===== src/inc/alu_ops_pkg.sv =====
// Shared constants and types for the subtract/xor/swap datapath
package alu_ops_pkg;
  localparam int DataWidth = 8;
  localparam int RegAddrWidth = 7;
  localparam logic [6:0] RegAddrMax = 7'h7f;
  localparam int NibbleLo = 0;
  localparam int NibbleHi = 4;
  localparam logic [7:0] AccReset = 8'h00;
  localparam logic CarryReset = 1'b0;
  localparam logic NibbleBorrowReset = 1'b0;
  localparam logic ZeroReset = 1'b0;
  localparam logic DestAcc = 1'b0;
  localparam logic DestReg = 1'b1;

  typedef enum logic [1:0] {
    OpSubAccFromReg = 2'h0,
    OpXorAccWithReg = 2'h1,
    OpNibbleExchange = 2'h3,
    OpXorAccWithImm = 2'h2
  } alu_op_t;
endpackage


===== src/core/alu_result_unit.sv =====
// Combinational result and flag generation for the four operations
`timescale 1ns/1ps
module alu_result_unit
  import alu_ops_pkg::*;
(
  input wire alu_op_t op,
  input wire logic [7:0] accVal,
  input wire logic [7:0] regVal,
  input wire logic [7:0] immVal,
  output logic [7:0] result,
  output logic carryOut,
  output logic nibbleBorrowOut,
  output logic zeroOut,
  output logic carryWe,
  output logic nibbleBorrowWe,
  output logic zeroWe
);
  // Ninth bit of reg + ~acc + 1 is the no-borrow carry
  function automatic logic [8:0] subNoBorrow(input logic [7:0] a,
                                             input logic [7:0] b);
    subNoBorrow = {1'b0, a} + {1'b0, ~b} + 9'h001;
  endfunction

  logic [8:0] diff;
  logic [4:0] nibDiff;

  always_comb begin
    diff = subNoBorrow(regVal, accVal);
    nibDiff = {1'b0, regVal[3:0]} + {1'b0, ~accVal[3:0]} + 5'h01;
    result = 8'h00;
    carryOut = 1'b0;
    nibbleBorrowOut = 1'b0;
    carryWe = 1'b0;
    nibbleBorrowWe = 1'b0;
    zeroWe = 1'b0;
    unique case (op)
      OpSubAccFromReg: begin
        result = diff[7:0];
        carryOut = diff[8];
        nibbleBorrowOut = nibDiff[4];
        carryWe = 1'b1;
        nibbleBorrowWe = 1'b1;
        zeroWe = 1'b1;
      end
      OpXorAccWithReg: begin
        result = accVal ^ regVal;
        zeroWe = 1'b1;
      end
      OpNibbleExchange: begin
        // Flags untouched by design
        result = {regVal[NibbleHi-1:NibbleLo],
                  regVal[DataWidth-1:NibbleHi]};
      end
      OpXorAccWithImm: begin
        result = accVal ^ immVal;
        zeroWe = 1'b1;
      end
    endcase
    zeroOut = (result == 8'h00);
  end
endmodule


===== src/core/alu_sub_xor_swap_ops.sv =====
// Execution stage for subtract, xor, xor-immediate and nibble swap
// How it works
// - Register form takes a 7-bit address 0..127 and a one-bit destination.
// - Destination bit 0 writes the accumulator, 1 writes the register back.
// - Subtract computes register minus accumulator in two's complement.
// - Subtract updates carry, nibble borrow, zero; carry clear when acc > reg.
// - Nibble borrow clear when acc low nibble exceeds register low nibble.
// - Register xor goes to selected destination, updates zero flag only.
// - Nibble swap exchanges halves, honours destination, flags unchanged.
// - Immediate xor always writes accumulator, updates zero flag only.
`timescale 1ns/1ps
module alu_sub_xor_swap_ops
  import alu_ops_pkg::*;
(
  input wire logic sys_clk,
  input wire logic rst_b,
  input wire logic opValid,
  input wire alu_op_t opCode,
  input wire logic [RegAddrWidth-1:0] regAddr,
  input wire logic resultTargetSelect,
  input wire logic [7:0] immValue,
  input wire logic [7:0] regReadData,
  output logic [RegAddrWidth-1:0] regReadAddr,
  output logic regWriteEn,
  output logic [RegAddrWidth-1:0] regWriteAddr,
  output logic [7:0] regWriteData,
  output logic [7:0] accValue,
  output logic carryFlag,
  output logic nibbleBorrowFlag,
  output logic zeroFlag
);
  typedef struct packed {
    logic [7:0] acc;
    logic carry;
    logic nibbleBorrow;
    logic zero;
    logic wrEn;
    logic [6:0] wrAddr;
    logic [7:0] wrData;
  } state_t;

  state_t q, d;
  logic [7:0] aluRes;
  logic cOut, nbOut, zOut, cWe, nbWe, zWe;
  logic toReg;

  initial begin
    if (RegAddrWidth != 7 || DataWidth != 8)
      $error("alu_sub_xor_swap_ops supports 7-bit address, 8-bit data");
  end

  // Register file read is combinational on the same clock
  assign regReadAddr = regAddr;

  alu_result_unit u_result (
    .op(opCode),
    .accVal(q.acc),
    .regVal(regReadData),
    .immVal(immValue),
    .result(aluRes),
    .carryOut(cOut),
    .nibbleBorrowOut(nbOut),
    .zeroOut(zOut),
    .carryWe(cWe),
    .nibbleBorrowWe(nbWe),
    .zeroWe(zWe)
  );

  always_comb begin
    d = q;
    d.wrEn = 1'b0;
    // Immediate form has no register target, destination bit ignored
    toReg = (resultTargetSelect == DestReg) &&
            (opCode != OpXorAccWithImm);
    if (opValid) begin
      if (toReg) begin
        d.wrEn = 1'b1;
        d.wrAddr = regAddr;
        d.wrData = aluRes;
      end else begin
        d.acc = aluRes;
      end
      if (cWe)
        d.carry = cOut;
      if (nbWe)
        d.nibbleBorrow = nbOut;
      if (zWe)
        d.zero = zOut;
    end
  end

  always_ff @(posedge sys_clk or negedge rst_b) begin
    if (!rst_b) begin
      q <= '{acc: AccReset, carry: CarryReset,
             nibbleBorrow: NibbleBorrowReset, zero: ZeroReset,
             wrEn: 1'b0, wrAddr: 7'h00, wrData: 8'h00};
    end else begin
      q <= d;
    end
  end

  assign regWriteEn = q.wrEn;
  assign regWriteAddr = q.wrAddr;
  assign regWriteData = q.wrData;
  assign accValue = q.acc;
  assign carryFlag = q.carry;
  assign nibbleBorrowFlag = q.nibbleBorrow;
  assign zeroFlag = q.zero;
endmodule


===== config.mk =====
export PLATFORM = sky130hd
export DESIGN_NAME = alu_sub_xor_swap_ops
export DESIGN_NICKNAME = d
export VERILOG_FILES = /design/src/inc/alu_ops_pkg.sv /design/src/core/alu_result_unit.sv /design/src/core/alu_sub_xor_swap_ops.sv
export SDC_FILE = /design/constraint.sdc
export NUM_CORES = 1
export LEC_CHECK = 0
export BUFFER_PORTS_ARGS = -buffer_cell sky130_fd_sc_hd__buf_2
export CORE_MARGIN = 2
export CORE_UTILIZATION = 54
export DETAILED_ROUTE_END_ITERATION = 7
export PLACE_DENSITY = 0.85
export SLEW_MARGIN = 20
export SYNTH_ARGS = -nofsm -noshare
export SYNTH_HDL_FRONTEND = slang
export SYNTH_SLANG_ARGS = --single-unit

===== constraint.sdc =====
create_clock -name sys_clk -period 3.9 [get_ports sys_clk]
set_input_delay 0.975 -clock sys_clk [delete_from_list [all_inputs] [get_ports sys_clk]]
set_output_delay 0.975 -clock sys_clk [all_outputs]
set_load 0.01 [all_outputs]

# Word-level counts from Yosys, hierarchy flattened
# Cells that the tools add are included.
# totals
inputBits	29
ff_bits	27
out_inout_bits	34
elab_cells	35
# classes
n_eq_ne	4
muxes	7
addsub	4
n_bitwise	5
reduce_logical	8
# op_table
cell	count
two-way mux 16 bit	2
case mux 8 bit (4 select lines)	1
bitwise XOR 8 bit	2
adder 8 x 8 -> 9 bit	1
adder 9 x 1 -> 9 bit, second input constant	1
zero test 8 bit	1
inverter 8 bit	1
AND reduction 2 bit	4
adder 4 x 4 -> 5 bit	1
adder 5 x 1 -> 5 bit, second input constant	1
== test 2 bit, second input constant	2
two-way mux 1 bit	4
inverter 4 bit	1
OR reduction 3 bit	1
== test 2 x 1 -> 1 bit, second input constant	1
zero test 2 bit	1
inequality test 2 bit, second input constant	1
logical AND 1 bit	1
inverter 1 bit	1

# Longest topological paths before layout
# Gate-level depths: netlist (run 1).
# logic_depth
ltp_word	6
mapped_depth	9
depth_no_buf	9

# Modules after synthesis
# Synthesis (run 1) repeated with hierarchy kept, for this count alone.
# unflattened
hier_cells	174
area_unflattened_um2	1928.1
# by_module_without_submodules
module	instances	cells_each	seq_area_each_um2	area_per_inst_um2
alu_sub_xor_swap_ops	1	69	675.6	1137.3
alu_result_unit	1	105	0.0	790.8

# Least setup slack after synthesis (run 1)
# Ideal clock, no wire load.
# synth_timing
path_type	input to register
start	in regReadData[0]
end	reg q (netlist bit zeroFlag)
arrival_ns	2.452
t_required_ns	3.780
slack_ns	1.327
path_buffers	0
cell_stages	9
setup_time_ns	0.120
path_cell_list	inv_1 ha_1 fa_1 nand2b_1 a21oi_1 xnor2_1 a21oi_2 nor3_1 a41o_1
# synth_via
elab_chain_len	4
elab_cells_between_ends	5
classes_between	add/sub (2); mux (1); bitwise (1); reduce/logical (1)
# synth_lines
element	line_no	text
start, declared	alu_sub_xor_swap_ops.sv:22	input wire logic [7:0] regReadData,
adder 8 x 8 -> 9 bit	alu_result_unit.sv:21	subNoBorrow = {1'b0, a} + {1'b0, ~b} + 9'h001;
adder 9 x 1 -> 9 bit	alu_result_unit.sv:21	
case mux 8 bit (4 select lines) *	alu_result_unit.sv:36	unique case (op)
zero test 8 bit *	alu_result_unit.sv:59	zeroOut = (result == 8'h00);
end signal, assigned	alu_sub_xor_swap_ops.sv:94	q <= '{acc: AccReset, carry: CarryReset,
end, declared	alu_sub_xor_swap_ops.sv:42	state_t q, d;
# Every way passes the cells marked *; elsewhere a longest branch is shown, timed or not.
# A chain may end at the register's enable or synchronous reset.

# Worst setup path after layout (run 1)
# layout_timing
start	in opCode[0]
end	reg q (netlist bit zeroFlag)
# layout_via
elab_chain_len	4
elab_cells_between_ends	9
classes_between	eq/ne (3); mux (2); reduce/logical (4)
# layout_lines
element	line_no	text
start, declared	alu_sub_xor_swap_ops.sv:18	input wire alu_op_t opCode,
branches (longest 4 deep; another with case mux 8 bit (4 select lines))	-	
# Parallel ways; which one is timed is not known.

==> summary.md, run 1 <==
| Metric | Value |
|---|---|
| Synth warn | 0 |
| Wirelength per Cell | 13.85 um |
| Tmin final | 2.659 ns |
| I/O pins | between 60 and 70 |
| Status | finished clean |
| Leakage power | around 1.1 nW |
| Gr ovfl total | 0 |
| Rel. slew slack | 0.6034 |
| Die area | between 3000 and 4000 sq um |
| DR vias | 1,615 |
| Crit-path max FO | 10 |
| Met3 WL | 185 um |
| Residual DRC | 0 |
| Critical path's top delay family | adder cells |
| Ys flop type | dfrtp_1 |
| CP endpoint kind | register |
| Iteration-0 DRC Markers | 69 |
| Crit-path cells | buf_2, inv_1, ha_1, mux2i_1, xnor2_1, a221oi_2, nand4_1, nor3_1, a41o_1 |
| Number of port buffers | 62 |
| Cell Area, Synth | 1831 sq um |
| Critical path type | in -> reg |
| Met1 WL | about 1900 um |
| Setup Fix Bufs, Post-CTS | 0 |
| Type of the tightest min-delay check | reg -> reg |
| CTS tree | done |
| Met2 WL | 2034 um |
| R2r worst-path depth | 8 |
| Reg2Reg Setup Slack | 1.66 ns |
| Hold Startpoint | regWriteAddr[5] |
| Post-Route WL | 4170 um |
| Fin Hold WS | 0.4853 ns |
| Worst VDD drop | between 0.0003 and 0.0004 V |
| CORE AREA | 3284 sq um |
| Mean post-synth cell area | approximately 9 sq um |
| Die height | 62.22 um |
| Worst Skew | 0.002818 ns |
| GRT Total Usage | 0.2281 |
| Clock Sinks | 27 |
| Largest net degree at the start of global routing | 28 |
| CP startpoint kind | primary input |
| CP Buf/Inv Count | 2 |
| Register area share after synthesis | 0.3691 |
| Synth Instances | roughly 200 |
| Remaining antenna violation count | 0 |
| Share of post-route cells with drive strength above 1 | 0.3059 |
| Crit path DAT | approximately 2.9 ns |
| Placed cell area | 2117 sq um |
| Power per Cell Area | 490.2 nW/um^2 |
| CTS Buffer Depth | 2 |
| Pwr Total | 0.001052 W |
| # rows | 21 |
| Clk root buf | clkbuf_4 |
| # H-tree levels | 1 |
| Worst path max stage delay | around 0.54 ns |
| Initial antenna violation count | 0 |
| Library cells used by synthesis | 39 |
| Setup TNS after final layout | 0 ns |
| Post-route clock period utilization | 0.6817 |
| Top Metal Used | met4 |
| First-pass GRT wire length | 7072 um |
| P&R area growth vs syn | 17.29% |
| Synth async-reset ratio | 1.000 |
| Hold path endpoint | regWriteAddr[5] |
| PostCTS Resize Cnt | 0 |
| Number of synthesized flops with an enable pin | 0 |
| Critical Path RT | between 4 and 5 ns |
| Dpl hpwl | 3265 um |
| Slew @ Worst Pin | 0.5948 ns |
| Final Hold Fails | 0 |
| Hold-fix buffers, CTS | 0 |
| FMAX | 0.3761 GHz |
| Flops & latches, synth | 27 |
| Post-route cell area | 2147 sq um |
| # diodes | 0 |
| Final-stage net count | a little under 300 |
| Clock Latency Late Sink | 0.32 ns |
| Vias/cell | 5.365 |
| RR Startpoint | accValue[0] |
| Hold Path Cell Cnt | 2 |
| Syn_nets | 243 |
| Max-Cap Viols | 0 |
| Inserted Clock Buffers | 3 |
| Pre-antenna DRT Iters | 4 |
| Global placer's final weighted congestion | 0.9375 |
| R2R Path End | zeroFlag |
| Die Width | 62.22 um |
| Worst-path clk slew | 0.13 ns |
| Vias in the first global route | 1,539 |
| Slowest-stage cell, CP | ha_1 |
| Initial Util | 0.5573 |
| Count of pins over their slew limit | 0 |
| RSZ-0062 raised after global routing | no |
| Endpoints failing setup | 0 |
[kinds of logic after synthesis]
| group | after synthesis | synth area share |
|---|---|---|
| buf+inv | 28 | 0.08339 |
| simple gates | 62 | 0.1579 |
| compound gates | 45 | 0.1586 |
| xor+xnor | 11 | 0.05263 |
| mux | 15 | 0.08544 |
| fa+ha+maj | 13 | 0.09296 |
| flops | 27 | 0.3691 |
[Yosys cell counts, types with 2 or more instances]
library cell | number | area [sq um]
o21a_1 | 2 | 15.01
nand2b_1 | 2 | 12.51
nand4_1 | 3 | 18.77
nand2_1 | 37 | 138.9
o21ai_1 | 3 | 15.01
inv_1 | 12 | 45.04
clkbuf_1 | 5 | 18.77
mux2i_1 | 10 | 100.1
nor2_1 | 7 | 26.28
nand3_1 | 2 | 10.01
ha_1 | 12 | 150.1
nor3_1 | 2 | 10.01
a21o_1 | 3 | 22.52
o21ai_0 | 13 | 65.06
a221oi_1 | 5 | 43.79
nor2b_1 | 2 | 12.51
buf_4 | 8 | 60.06
or4b_1 | 2 | 20.02
mux2_2 | 5 | 56.30
xnor2_1 | 11 | 96.34
a21oi_1 | 11 | 55.05
dfrtp_1 | 27 | 675.7
[area by class of cell]
cell class / instances / area [sq um]
clock inverters: 1 / 7.507
inverters: 13 / 48.80
repair buffers: 65 / 332.8
clock buffers: 3 / 22.52
multi-input cells: 146 / 1002
fillers: 306 / 1137
well taps: 46 / 57.56
flip-flops and latches: 27 / 675.6
[registers in the layout, summed over array words and instances (netlist names)]
signal	flops
carryFlag	1
regWriteEn	1
zeroFlag	1
regWriteData	8
regWriteAddr	7
accValue	8
nibbleBorrowFlag	1
[layout by cell type, fill, tap and decap left out, types with 3 or more instances in the layout]
cell	instances
ha_1	12
o21ai_0	13
xnor2_1	11
nor2_1	7
a21o_1	3
a21oi_1	11
dfrtp_1	27
mux2i_1	10
a221oi_1	5
clkbuf_4	3
o21ai_1	3
nand2_1	37
mux2_2	5
buf_2	62
buf_4	3
nand4_1	3
inv_1	12
[metrics by stage]
stage,worst slack (ns),util,std cells
5_1_grt,1.054,0.6537,301
3_5_place_dp,0.9339,0.6446,297
6_report,1.241,0.6537,301
4_1_cts,1.264,0.6537,301
3_3_place_gp,1.013,0.6446,297
2_1_floorplan,1.327,-,201
[metal layers]
layer  global-route usage  vias up
met1               0.2982      747
li1                     -      801
met4              0.07500        0
met2               0.3872       57
met3              0.03804       10
met5                    0        -
[worst min-delay path: cells and delay by family, from the launching register on]
| kind | cells | cell delay [ns] |
|---|---|---|
| DFF | 1 | 0.36 |
| and+or+nand+nor | 2 | 0.10 |
[how the worst max path moves through the flow]
stage | startpoint | to | slack, ns | depth (start not counted)
6_report | opCode[0] | zeroFlag | 1.24 | 9
5_1_grt | opCode[0] | zeroFlag | 1.05 | 9
4_1_cts | opCode[0] | zeroFlag | 1.26 | 9
3_5_place_dp | opCode[0] | zeroFlag | 0.93 | 9
3_3_place_gp | opCode[0] | zeroFlag | 1.01 | 9
2_1_floorplan | regReadData[0] | zeroFlag | 1.33 | 9
[power breakdown]
part           switching [W]  internal [W]  total (W)
sequential         0.0000590      0.000351   0.000410
combinational       0.000288      0.000235   0.000523
clock              0.0000798     0.0000393   0.000119
total               0.000427      0.000626    0.00105
(Power assumes the default switching activity.)
==> run 2, diff against run 1 <==
--- a/config.mk
+++ b/config.mk
@@ -5,11 +5,12 @@
 export SDC_FILE = /design/constraint.sdc
 export NUM_CORES = 1
 export LEC_CHECK = 0
+export ABC_AREA = 1
 export BUFFER_PORTS_ARGS = -buffer_cell sky130_fd_sc_hd__buf_2
 export CORE_MARGIN = 2
-export CORE_UTILIZATION = 54
+export CORE_UTILIZATION = 46
 export DETAILED_ROUTE_END_ITERATION = 7
-export PLACE_DENSITY = 0.85
+export PLACE_DENSITY = 0.77
 export SLEW_MARGIN = 20
 export SYNTH_ARGS = -nofsm -noshare
 export SYNTH_HDL_FRONTEND = slang
==> constraint.sdc (replaced) <==
create_clock -name sys_clk -period 2.4 [get_ports sys_clk]
set_input_delay 0.6 -clock sys_clk [delete_from_list [all_inputs] [get_ports sys_clk]]
set_output_delay 0.6 -clock sys_clk [all_outputs]
set_load 0.01 [all_outputs]
==> summary.md, run 2 <==
| Metric | Value |
|---|---|
| Status | finished clean (unchanged) |
| Mux cell area share after synthesis | 0 (was 0.08544) |
| Setup WS post-layout | 0.4097 ns (was 1.241 ns) |
| DP Worst Slack | 0.1395 ns (was 0.9339 ns) |
| Residual DRC | 0 (unchanged) |
| Crit path DAT | 2.21 ns (was 2.93 ns) |
| Setup TNS after final layout | 0 ns (unchanged) |
| Simple-gate portion of the synthesized area | 0.3340 (was 0.1579) |
| Clk root buf | clkbuf_8 (was clkbuf_4) |
| Global placer's final weighted congestion | 0.8715 (was 0.9375) |
| Number of synthesized flops with an enable pin | 0 (unchanged) |
| Adder-Cell Fraction of Synth Area | 0.08941 (was 0.09296) |
| Worst VDD drop | 0.0004043 V (was 0.0003091 V) |
| Post-Route WL | 4612 um (was 4170 um) |
| Register area share after synthesis | 0.3550 (was 0.3691) |
| Syn_nets | 317 (was 243) |
| FMAX | 0.5024 GHz |
| Post-layout util | 0.5696 (was 0.6537) |
| Flops & latches, synth | 27 (unchanged) |
| Gr ovfl total | 0 (unchanged) |
| Final Hold Fails | 0 (unchanged) |
| Multi-input gate area | 1022 sq um (was 1002 sq um) |
| Inserted Clock Buffers | 3 (unchanged) |
| Type of the tightest min-delay check | in -> async (was reg -> reg) |
| Crit-path max FO | 3 (was 10) |
| Pre-antenna DRT Iters | 4 (unchanged) |
| Die height | 68.32 um (was 62.22 um) |
| Synth warn | 0 (unchanged) |
| Share of post-route cells with drive strength above 1 | 0.2387 (was 0.3059) |
| CTS Buffer Depth | 2 (unchanged) |
| Power per Cell Area | 680.0 nW/um^2 (was 490.2 nW/um^2) |
| Largest family of logic cells by synthesized area | simple AND/OR/NAND/NOR gates (was compound AO/OA/AOI/OAI gates) |
| Final-stage net count | 374 (was 298) |
| Max-Cap Viols | 0 (unchanged) |
| Vias in the first global route | 1,611 (was 1,539) |
| First-pass GRT wire length | 7231 um (was 7072 um) |
| Rel. slew slack | 0.6110 (was 0.6034) |
| # diodes | 0 (unchanged) |
| Remaining antenna violation count | 0 (unchanged) |
| CORE AREA | 4000 sq um (was 3284 sq um) |
| Leakage power | 1.315 nW (was 1.101 nW) |
| CP endpoint kind | register (unchanged) |
| Commonest non-fill, non-tap cell in the layout | nand2_1 (was buf_2) |
| Die area | 4668 sq um (was 3871 sq um) |
| PostCTS Resize Cnt | 0 (unchanged) |
| Number of port buffers | 62 (unchanged) |
| # H-tree levels | 1 (unchanged) |
| Fillers | 398 (was 306) |
| Ys flop type | dfrtp_1 (unchanged) |
| Synth async-reset ratio | 1.000 (unchanged) |
| P&R area growth vs syn | 19.72% (was 17.29%) |
| Iteration-0 DRC Markers | 83 (was 69) |
| # rows | 23 (was 21) |
| Dpl hpwl | 3747 um (was 3265 um) |
| Die Width | 68.32 um (was 62.22 um) |
| Area leader, netlist | dfrtp_1 (unchanged) |
| Initial Util | 0.4758 (was 0.5573) |
| Worst Skew | 0.01043 ns (was 0.002818 ns) |
| Vias/cell | 4.911 (was 5.365) |
| Clock Latency Late Sink | 0.27 ns (was 0.32 ns) |
| Clock Sinks | 27 (unchanged) |
| Mean post-synth cell area | 6.920 sq um (was 9.107 sq um) |
| Synth top area share | 0.3550 (was 0.3691) |
| Count of pins over their slew limit | 0 (unchanged) |
| Most frequent cells in the layout | nand2_1, buf_2, inv_1, dfrtp_1, nand3_1 (was buf_2, nand2_1, dfrtp_1) |
| Largest net degree at the start of global routing | 28 (unchanged) |
| Initial antenna violation count | 0 (unchanged) |
| CTS tree | done (unchanged) |
| RSZ-0062 raised after global routing | no (unchanged) |
| Synth Area in Compound Gates | 0.1091 (was 0.1586) |
| Endpoints failing setup | 0 (unchanged) |
| Cell Area, Synth | 1903 sq um (was 1831 sq um) |
| Setup Fix Bufs, Post-CTS | 0 (unchanged) |
| Library cells used by synthesis | 25 (was 39) |
| Post-synthesis xor/xnor area fraction | 0.004602 (was 0.05263) |
| I/O pins | 63 (unchanged) |
| Most numerous cell in the Yosys netlist | nand2_1 (unchanged) |
| Post-route clock period utilization | 0.8293 |
| GRT Total Usage | 0.2063 (was 0.2281) |
| Hold-fix buffers, CTS | 0 (unchanged) |
| Register area | 675.6 sq um (unchanged) |
| Critical path type | in -> reg (unchanged) |
| CP startpoint kind | primary input (unchanged) |
| Slew @ Worst Pin | 0.5834 ns (was 0.5948 ns) |
| DR vias | 1,871 (was 1,615) |
| Synth Instances | 275 (was 201) |
| Critical Path RT | 2.62 ns (was 4.18 ns) |
| Pwr Total | 0.001549 W (was 0.001052 W) |
| Most frequent cells after synthesis | nand2_1, dfrtp_1, inv_1 (was nand2_1, dfrtp_1, o21ai_0) |
| Worst-path clk slew | 0.10 ns (was 0.13 ns) |
| Wirelength per Cell | 12.10 um (was 13.85 um) |
| Largest cells by area after synthesis | dfrtp_1, nand2_1, ha_1 (was dfrtp_1, ha_1, nand2_1) |
| Tmin final | 1.990 ns |
run 2: worst max-delay path: stages:
cell,delay (ns)
buf_2,0.10
inv_1,0.04
ha_1,0.21
fa_1,0.41
inv_1,0.09
nand2_1,0.05
nand2_1,0.08
nand3b_1,0.10
nand2_1,0.07
nand2_1,0.06
nand3_1,0.08
nand2_1,0.09
nor2_1,0.10
nand3_1,0.08
nand2_1,0.06
run 2: final cells by class:
cell class                 count  area share
tap                           50     0.02746
clock inverter                 1    0.003295
multi-input combinational    205      0.4487
timing repair buffer          66      0.1549
inverter                      29     0.05107
sequential                    27      0.2965
clock buffer                   3     0.01812
run 2: stage by stage:
step	hold slack (ns)	instances	instance area, sq um
after floorplan	0.3044	275	1903
after CTS	0.3241	381	2278
after detailed placement	0.4569	377	2230
final	0.3121	381	2278
after global routing	0.3533	381	2278
after global placement	0.4478	377	2230
run 2: worst paths after layout:
path | start | endpoint | slack [ns] | cells after the start
hold reg to reg | regWriteAddr[3] | regWriteAddr[3] | 0.48 | 2
hold / removal | rst_b | regWriteAddr[1] | 0.31 | 1
max in group asynchronous | rst_b | regWriteData[3] | 1.69 | 1
min in group sys_clk | regWriteAddr[3] | regWriteAddr[3] | 0.48 | 2
setup / recovery | regReadData[0] | zeroFlag | 0.41 | 15
setup reg to reg | accValue[0] | zeroFlag | 0.46 | 13
run 2: logic make-up after synthesis:
logic type | after synthesis
adders and majority gates | 13
buffers and inverters | 43
AOI/OAI and AO/OA | 37
xor gates and xnor gates | 1
and+or+nand+nor | 154
DFF | 27
run 2: metal layers:
| metal | track usage | vias up | routed length [um] |
|---|---|---|---|
| met3 | 0.04605 | 4 | 362 |
| met5 | 0 | - | 0 |
| li1 | - | 972 | - |
| met2 | 0.3386 | 66 | 2197 |
| met4 | 0.03750 | 0 | 34 |
| met1 | 0.2810 | 829 | 2017 |
run 2: report_power, final:
part | switching, W | total (W) | internal [W]
registers | 0.0000622 | 0.000608 | 0.000546
clock network | 0.000139 | 0.000257 | 0.000118
logic | 0.000414 | 0.000684 | 0.000270
total | 0.000616 | 0.00155 | 0.000933
==> run 3, diff against run 2 <==
--- a/config.mk
+++ b/config.mk
@@ -5,12 +5,12 @@
 export SDC_FILE = /design/constraint.sdc
 export NUM_CORES = 1
 export LEC_CHECK = 0
-export ABC_AREA = 1
+export ABC_AREA = 0
 export BUFFER_PORTS_ARGS = -buffer_cell sky130_fd_sc_hd__buf_2
 export CORE_MARGIN = 2
-export CORE_UTILIZATION = 46
+export CORE_UTILIZATION = 50
 export DETAILED_ROUTE_END_ITERATION = 7
-export PLACE_DENSITY = 0.77
+export PLACE_DENSITY = 0.8
 export SLEW_MARGIN = 20
 export SYNTH_ARGS = -nofsm -noshare
 export SYNTH_HDL_FRONTEND = slang
==> constraint.sdc (replaced) <==
create_clock -name sys_clk -period 2 [get_ports sys_clk]
set_input_delay 0.5 -clock sys_clk [delete_from_list [all_inputs] [get_ports sys_clk]]
set_output_delay 0.5 -clock sys_clk [all_outputs]
set_load 0.01 [all_outputs]
==> summary.md, run 3 (same netlist as run 1, synthesis figures left out) <==
| Metric | Value |
|---|---|
| CP endpoint kind | register (unchanged) |
| Status | finished with violations (was finished clean) |
| Endpoints failing setup | 3 (was 0) |
| Post-layout util | 0.7608 (was 0.5696) |
| Comb pwr share | 0.596 (was 0.441) |
| DR vias | 1,794 (was 1,871) |
| Pwr Total | 0.002472 W (was 0.001549 W) |
| CTS tree | done (unchanged) |
| Final Hold Fails | 0 (unchanged) |
| Most frequent cells in the layout | buf_2, buf_4, nand2_1 (was nand2_1, buf_2, inv_1, dfrtp_1, nand3_1) |
| Fin Hold WS | 0.1588 ns (was 0.3121 ns) |
| NetSw | 0.0009686 W (was 0.0006160 W) |
| Dpl hpwl | 3985 um (was 3747 um) |
| Cells after DPL | 340 (was 377) |
| Slew @ Worst Pin | 0.5929 ns (was 0.5834 ns) |
| Commonest non-fill, non-tap cell in the layout | buf_2 (was nand2_1) |
| Clock power frac | 0.094 (was 0.166) |
| # diodes | 0 (unchanged) |
| Iteration-0 DRC Markers | 68 (was 83) |
| Pre-antenna DRT Iters | 5 (was 4) |
| Global placer's final weighted congestion | 0.9927 (was 0.8715) |
| Initial antenna violation count | 0 (unchanged) |
| CTS Buffer Depth | 2 (unchanged) |
| Post-route cell area | 2599 sq um (was 2278 sq um) |
| Post-route clock period utilization | 1.030 |
| Vias/cell | 5.170 (was 4.911) |
| Critical path type | reg -> reg (was in -> reg) |
| Rel. slew slack | 0.6047 (was 0.6110) |
| Net Sw Frac | 0.3919 (was 0.3975) |
| Share of post-route cells with drive strength above 1 | 0.4651 (was 0.2387) |
| Inserted Clock Buffers | 3 (unchanged) |
| Initial Util | 0.5359 (was 0.4758) |
| Number of port buffers | 62 (unchanged) |
| Count of pins over their slew limit | 0 (unchanged) |
| Non-Filler Instances | 347 (was 381) |
| Remaining antenna violation count | 0 (unchanged) |
| Type of the tightest min-delay check | in -> async (unchanged) |
| RSZ-0062 raised after global routing | yes (was no) |
| Clock Latency Late Sink | 0.32 ns (was 0.27 ns) |
| Die Width | 64.51 um (was 68.32 um) |
| Die height | 64.51 um (was 68.32 um) |
| Die area | 4161 sq um (was 4668 sq um) |
| Placed cell area | 2487 sq um (was 2230 sq um) |
| Setup WS post-layout | -0.06061 ns (was 0.4097 ns) |
| Worst VDD drop | 0.0007036 V (was 0.0004043 V) |
| Worst Skew | 0.003355 ns (was 0.01043 ns) |
| Clk root buf | clkbuf_4 (was clkbuf_8) |
| Critical Path RT | 2.27 ns (was 2.62 ns) |
| Residual DRC | 0 (unchanged) |
| Slowest-stage cell, CP | or4b_4 (was fa_1) |
| Failing checks | setup timing |
| Max-Cap Viols | 0 (unchanged) |
| P&R area growth vs syn | 41.97% (was 19.72%) |
| Crit-path cells | ha_4, fa_2, nand2b_4, a21oi_2, or2_1, or4b_4, nand3_4, a41o_1 (was buf_2, inv_1, ha_1, fa_1, inv_1, nand2_1, nand2_1, nand3b_1, nand2_1, nand2_1, nand3_1, nand2_1, nor2_1, nand3_1, nand2_1) |
| Crit path DAT | 2.33 ns (was 2.21 ns) |
| CORE AREA | 3416 sq um (was 4000 sq um) |
| Largest net degree at the start of global routing | 28 (unchanged) |
| Leakage power | 1.353 nW (was 1.315 nW) |
| Post-Route WL | 4998 um (was 4612 um) |
| Vias in the first global route | 1,739 (was 1,611) |
| # H-tree levels | 1 (unchanged) |
| Wirelength per Cell | 14.40 um (was 12.10 um) |
| CP startpoint kind | register (was primary input) |
| FMAX | 0.4853 GHz |
| GRT Total Usage | 0.2429 (was 0.2063) |
| First-pass GRT wire length | 7907 um (was 7231 um) |
| Fillers | 266 (was 398) |
| Worst-path clk slew | 0.14 ns (was 0.10 ns) |
| Clock Sinks | 27 (unchanged) |
| Tmin final | 2.061 ns |
| Gr ovfl total | 0 (unchanged) |
| Hold-fix buffers, CTS | 0 (unchanged) |
| Power per Cell Area | 951.1 nW/um^2 (was 680.0 nW/um^2) |
| Final-stage net count | 344 (was 374) |
| Flop pwr share | 0.311 (was 0.393) |
| Pint | 0.001503 W (was 0.0009335 W) |
| Crit-path max FO | 3 (unchanged) |
| # rows | 21 (was 23) |
| Worst path max stage delay | 0.53 ns (was 0.41 ns) |
| I/O pins | 63 (unchanged) |
==> run 3: layout make-up <==
class | instances | area (sq um) | area share
clock buffers | 3 | 22.52 | 0.008666
well taps | 46 | 57.56 | 0.02215
inverters | 13 | 61.31 | 0.02359
repair buffers | 111 | 678.2 | 0.2610
multi-input cells | 146 | 1097 | 0.4222
flip-flops and latches | 27 | 676.9 | 0.2605
clock inverters | 1 | 5.005 | 0.001926
==> run 3: worst paths after layout <==
| kind | from | end | slack (ns) | depth (start not counted) |
|---|---|---|---|---|
| worst min-delay path | rst_b | regWriteData[1] | 0.16 | 1 |
| max in group asynchronous | rst_b | accValue[1] | 1.43 | 1 |
| min in group sys_clk | regAddr[5] | regWriteAddr[5] | 0.36 | 3 |
| worst max register to register | accValue[0] | zeroFlag | -0.06 | 8 |
| worst min register to register | regWriteData[1] | regWriteData[1] | 0.49 | 2 |
| worst max-delay path | accValue[0] | zeroFlag | -0.06 | 8 |
==> run 3: critical path, delay by kind of cell (launching register included) <==
kind / cells / cell delay (ns)
adders and majority gates: 2 / 0.38
DFF: 1 / 0.42
AOI/OAI and AO/OA: 2 / 0.21
and+or+nand+nor: 4 / 0.99
==> run 3: repair_timing <==
action                     4_1_cts  5_1_grt
resized for setup                2       11
setup endpoints to repair        5        8
pin swaps                        5       12
buffers inserted                 1        2
==> run 3: power by group through the flow <==
stage / registers (W) / clock network, W / logic, W
CTS: 0.000772 / 0.000235 / 0.00137
floorplan: 0.000867 / 0 / 0.000656
finish: 0.000768 / 0.000231 / 0.00147
global placement: 0.000778 / 0 / 0.00131
global route: 0.000783 / 0.000256 / 0.00160
detailed placement: 0.000782 / 0 / 0.00134
==> run 3: metal layers <==
metal / routed length [um] / track usage / vias up / part of all wire
met2: 2600 / 0.4518 / 57 / 0.52
li1: - / - / 890 / -
met1: 2096 / 0.3027 / 841 / 0.42
met5: 0 / 0 / - / 0
met4: 53 / 0.02926 / 0 / 0.011
met3: 248 / 0.04167 / 6 / 0.050
==> run 3: stage by stage <==
stage | setup slack (ns) | setup TNS, ns
final | -0.06061 | -0.09883
after CTS | -0.04440 | -0.07430
after detailed placement | -0.3340 | -2.715
after floorplan | -0.06775 | -0.1768
after global placement | -0.2972 | -2.199
after global routing | -0.1239 | -0.3501
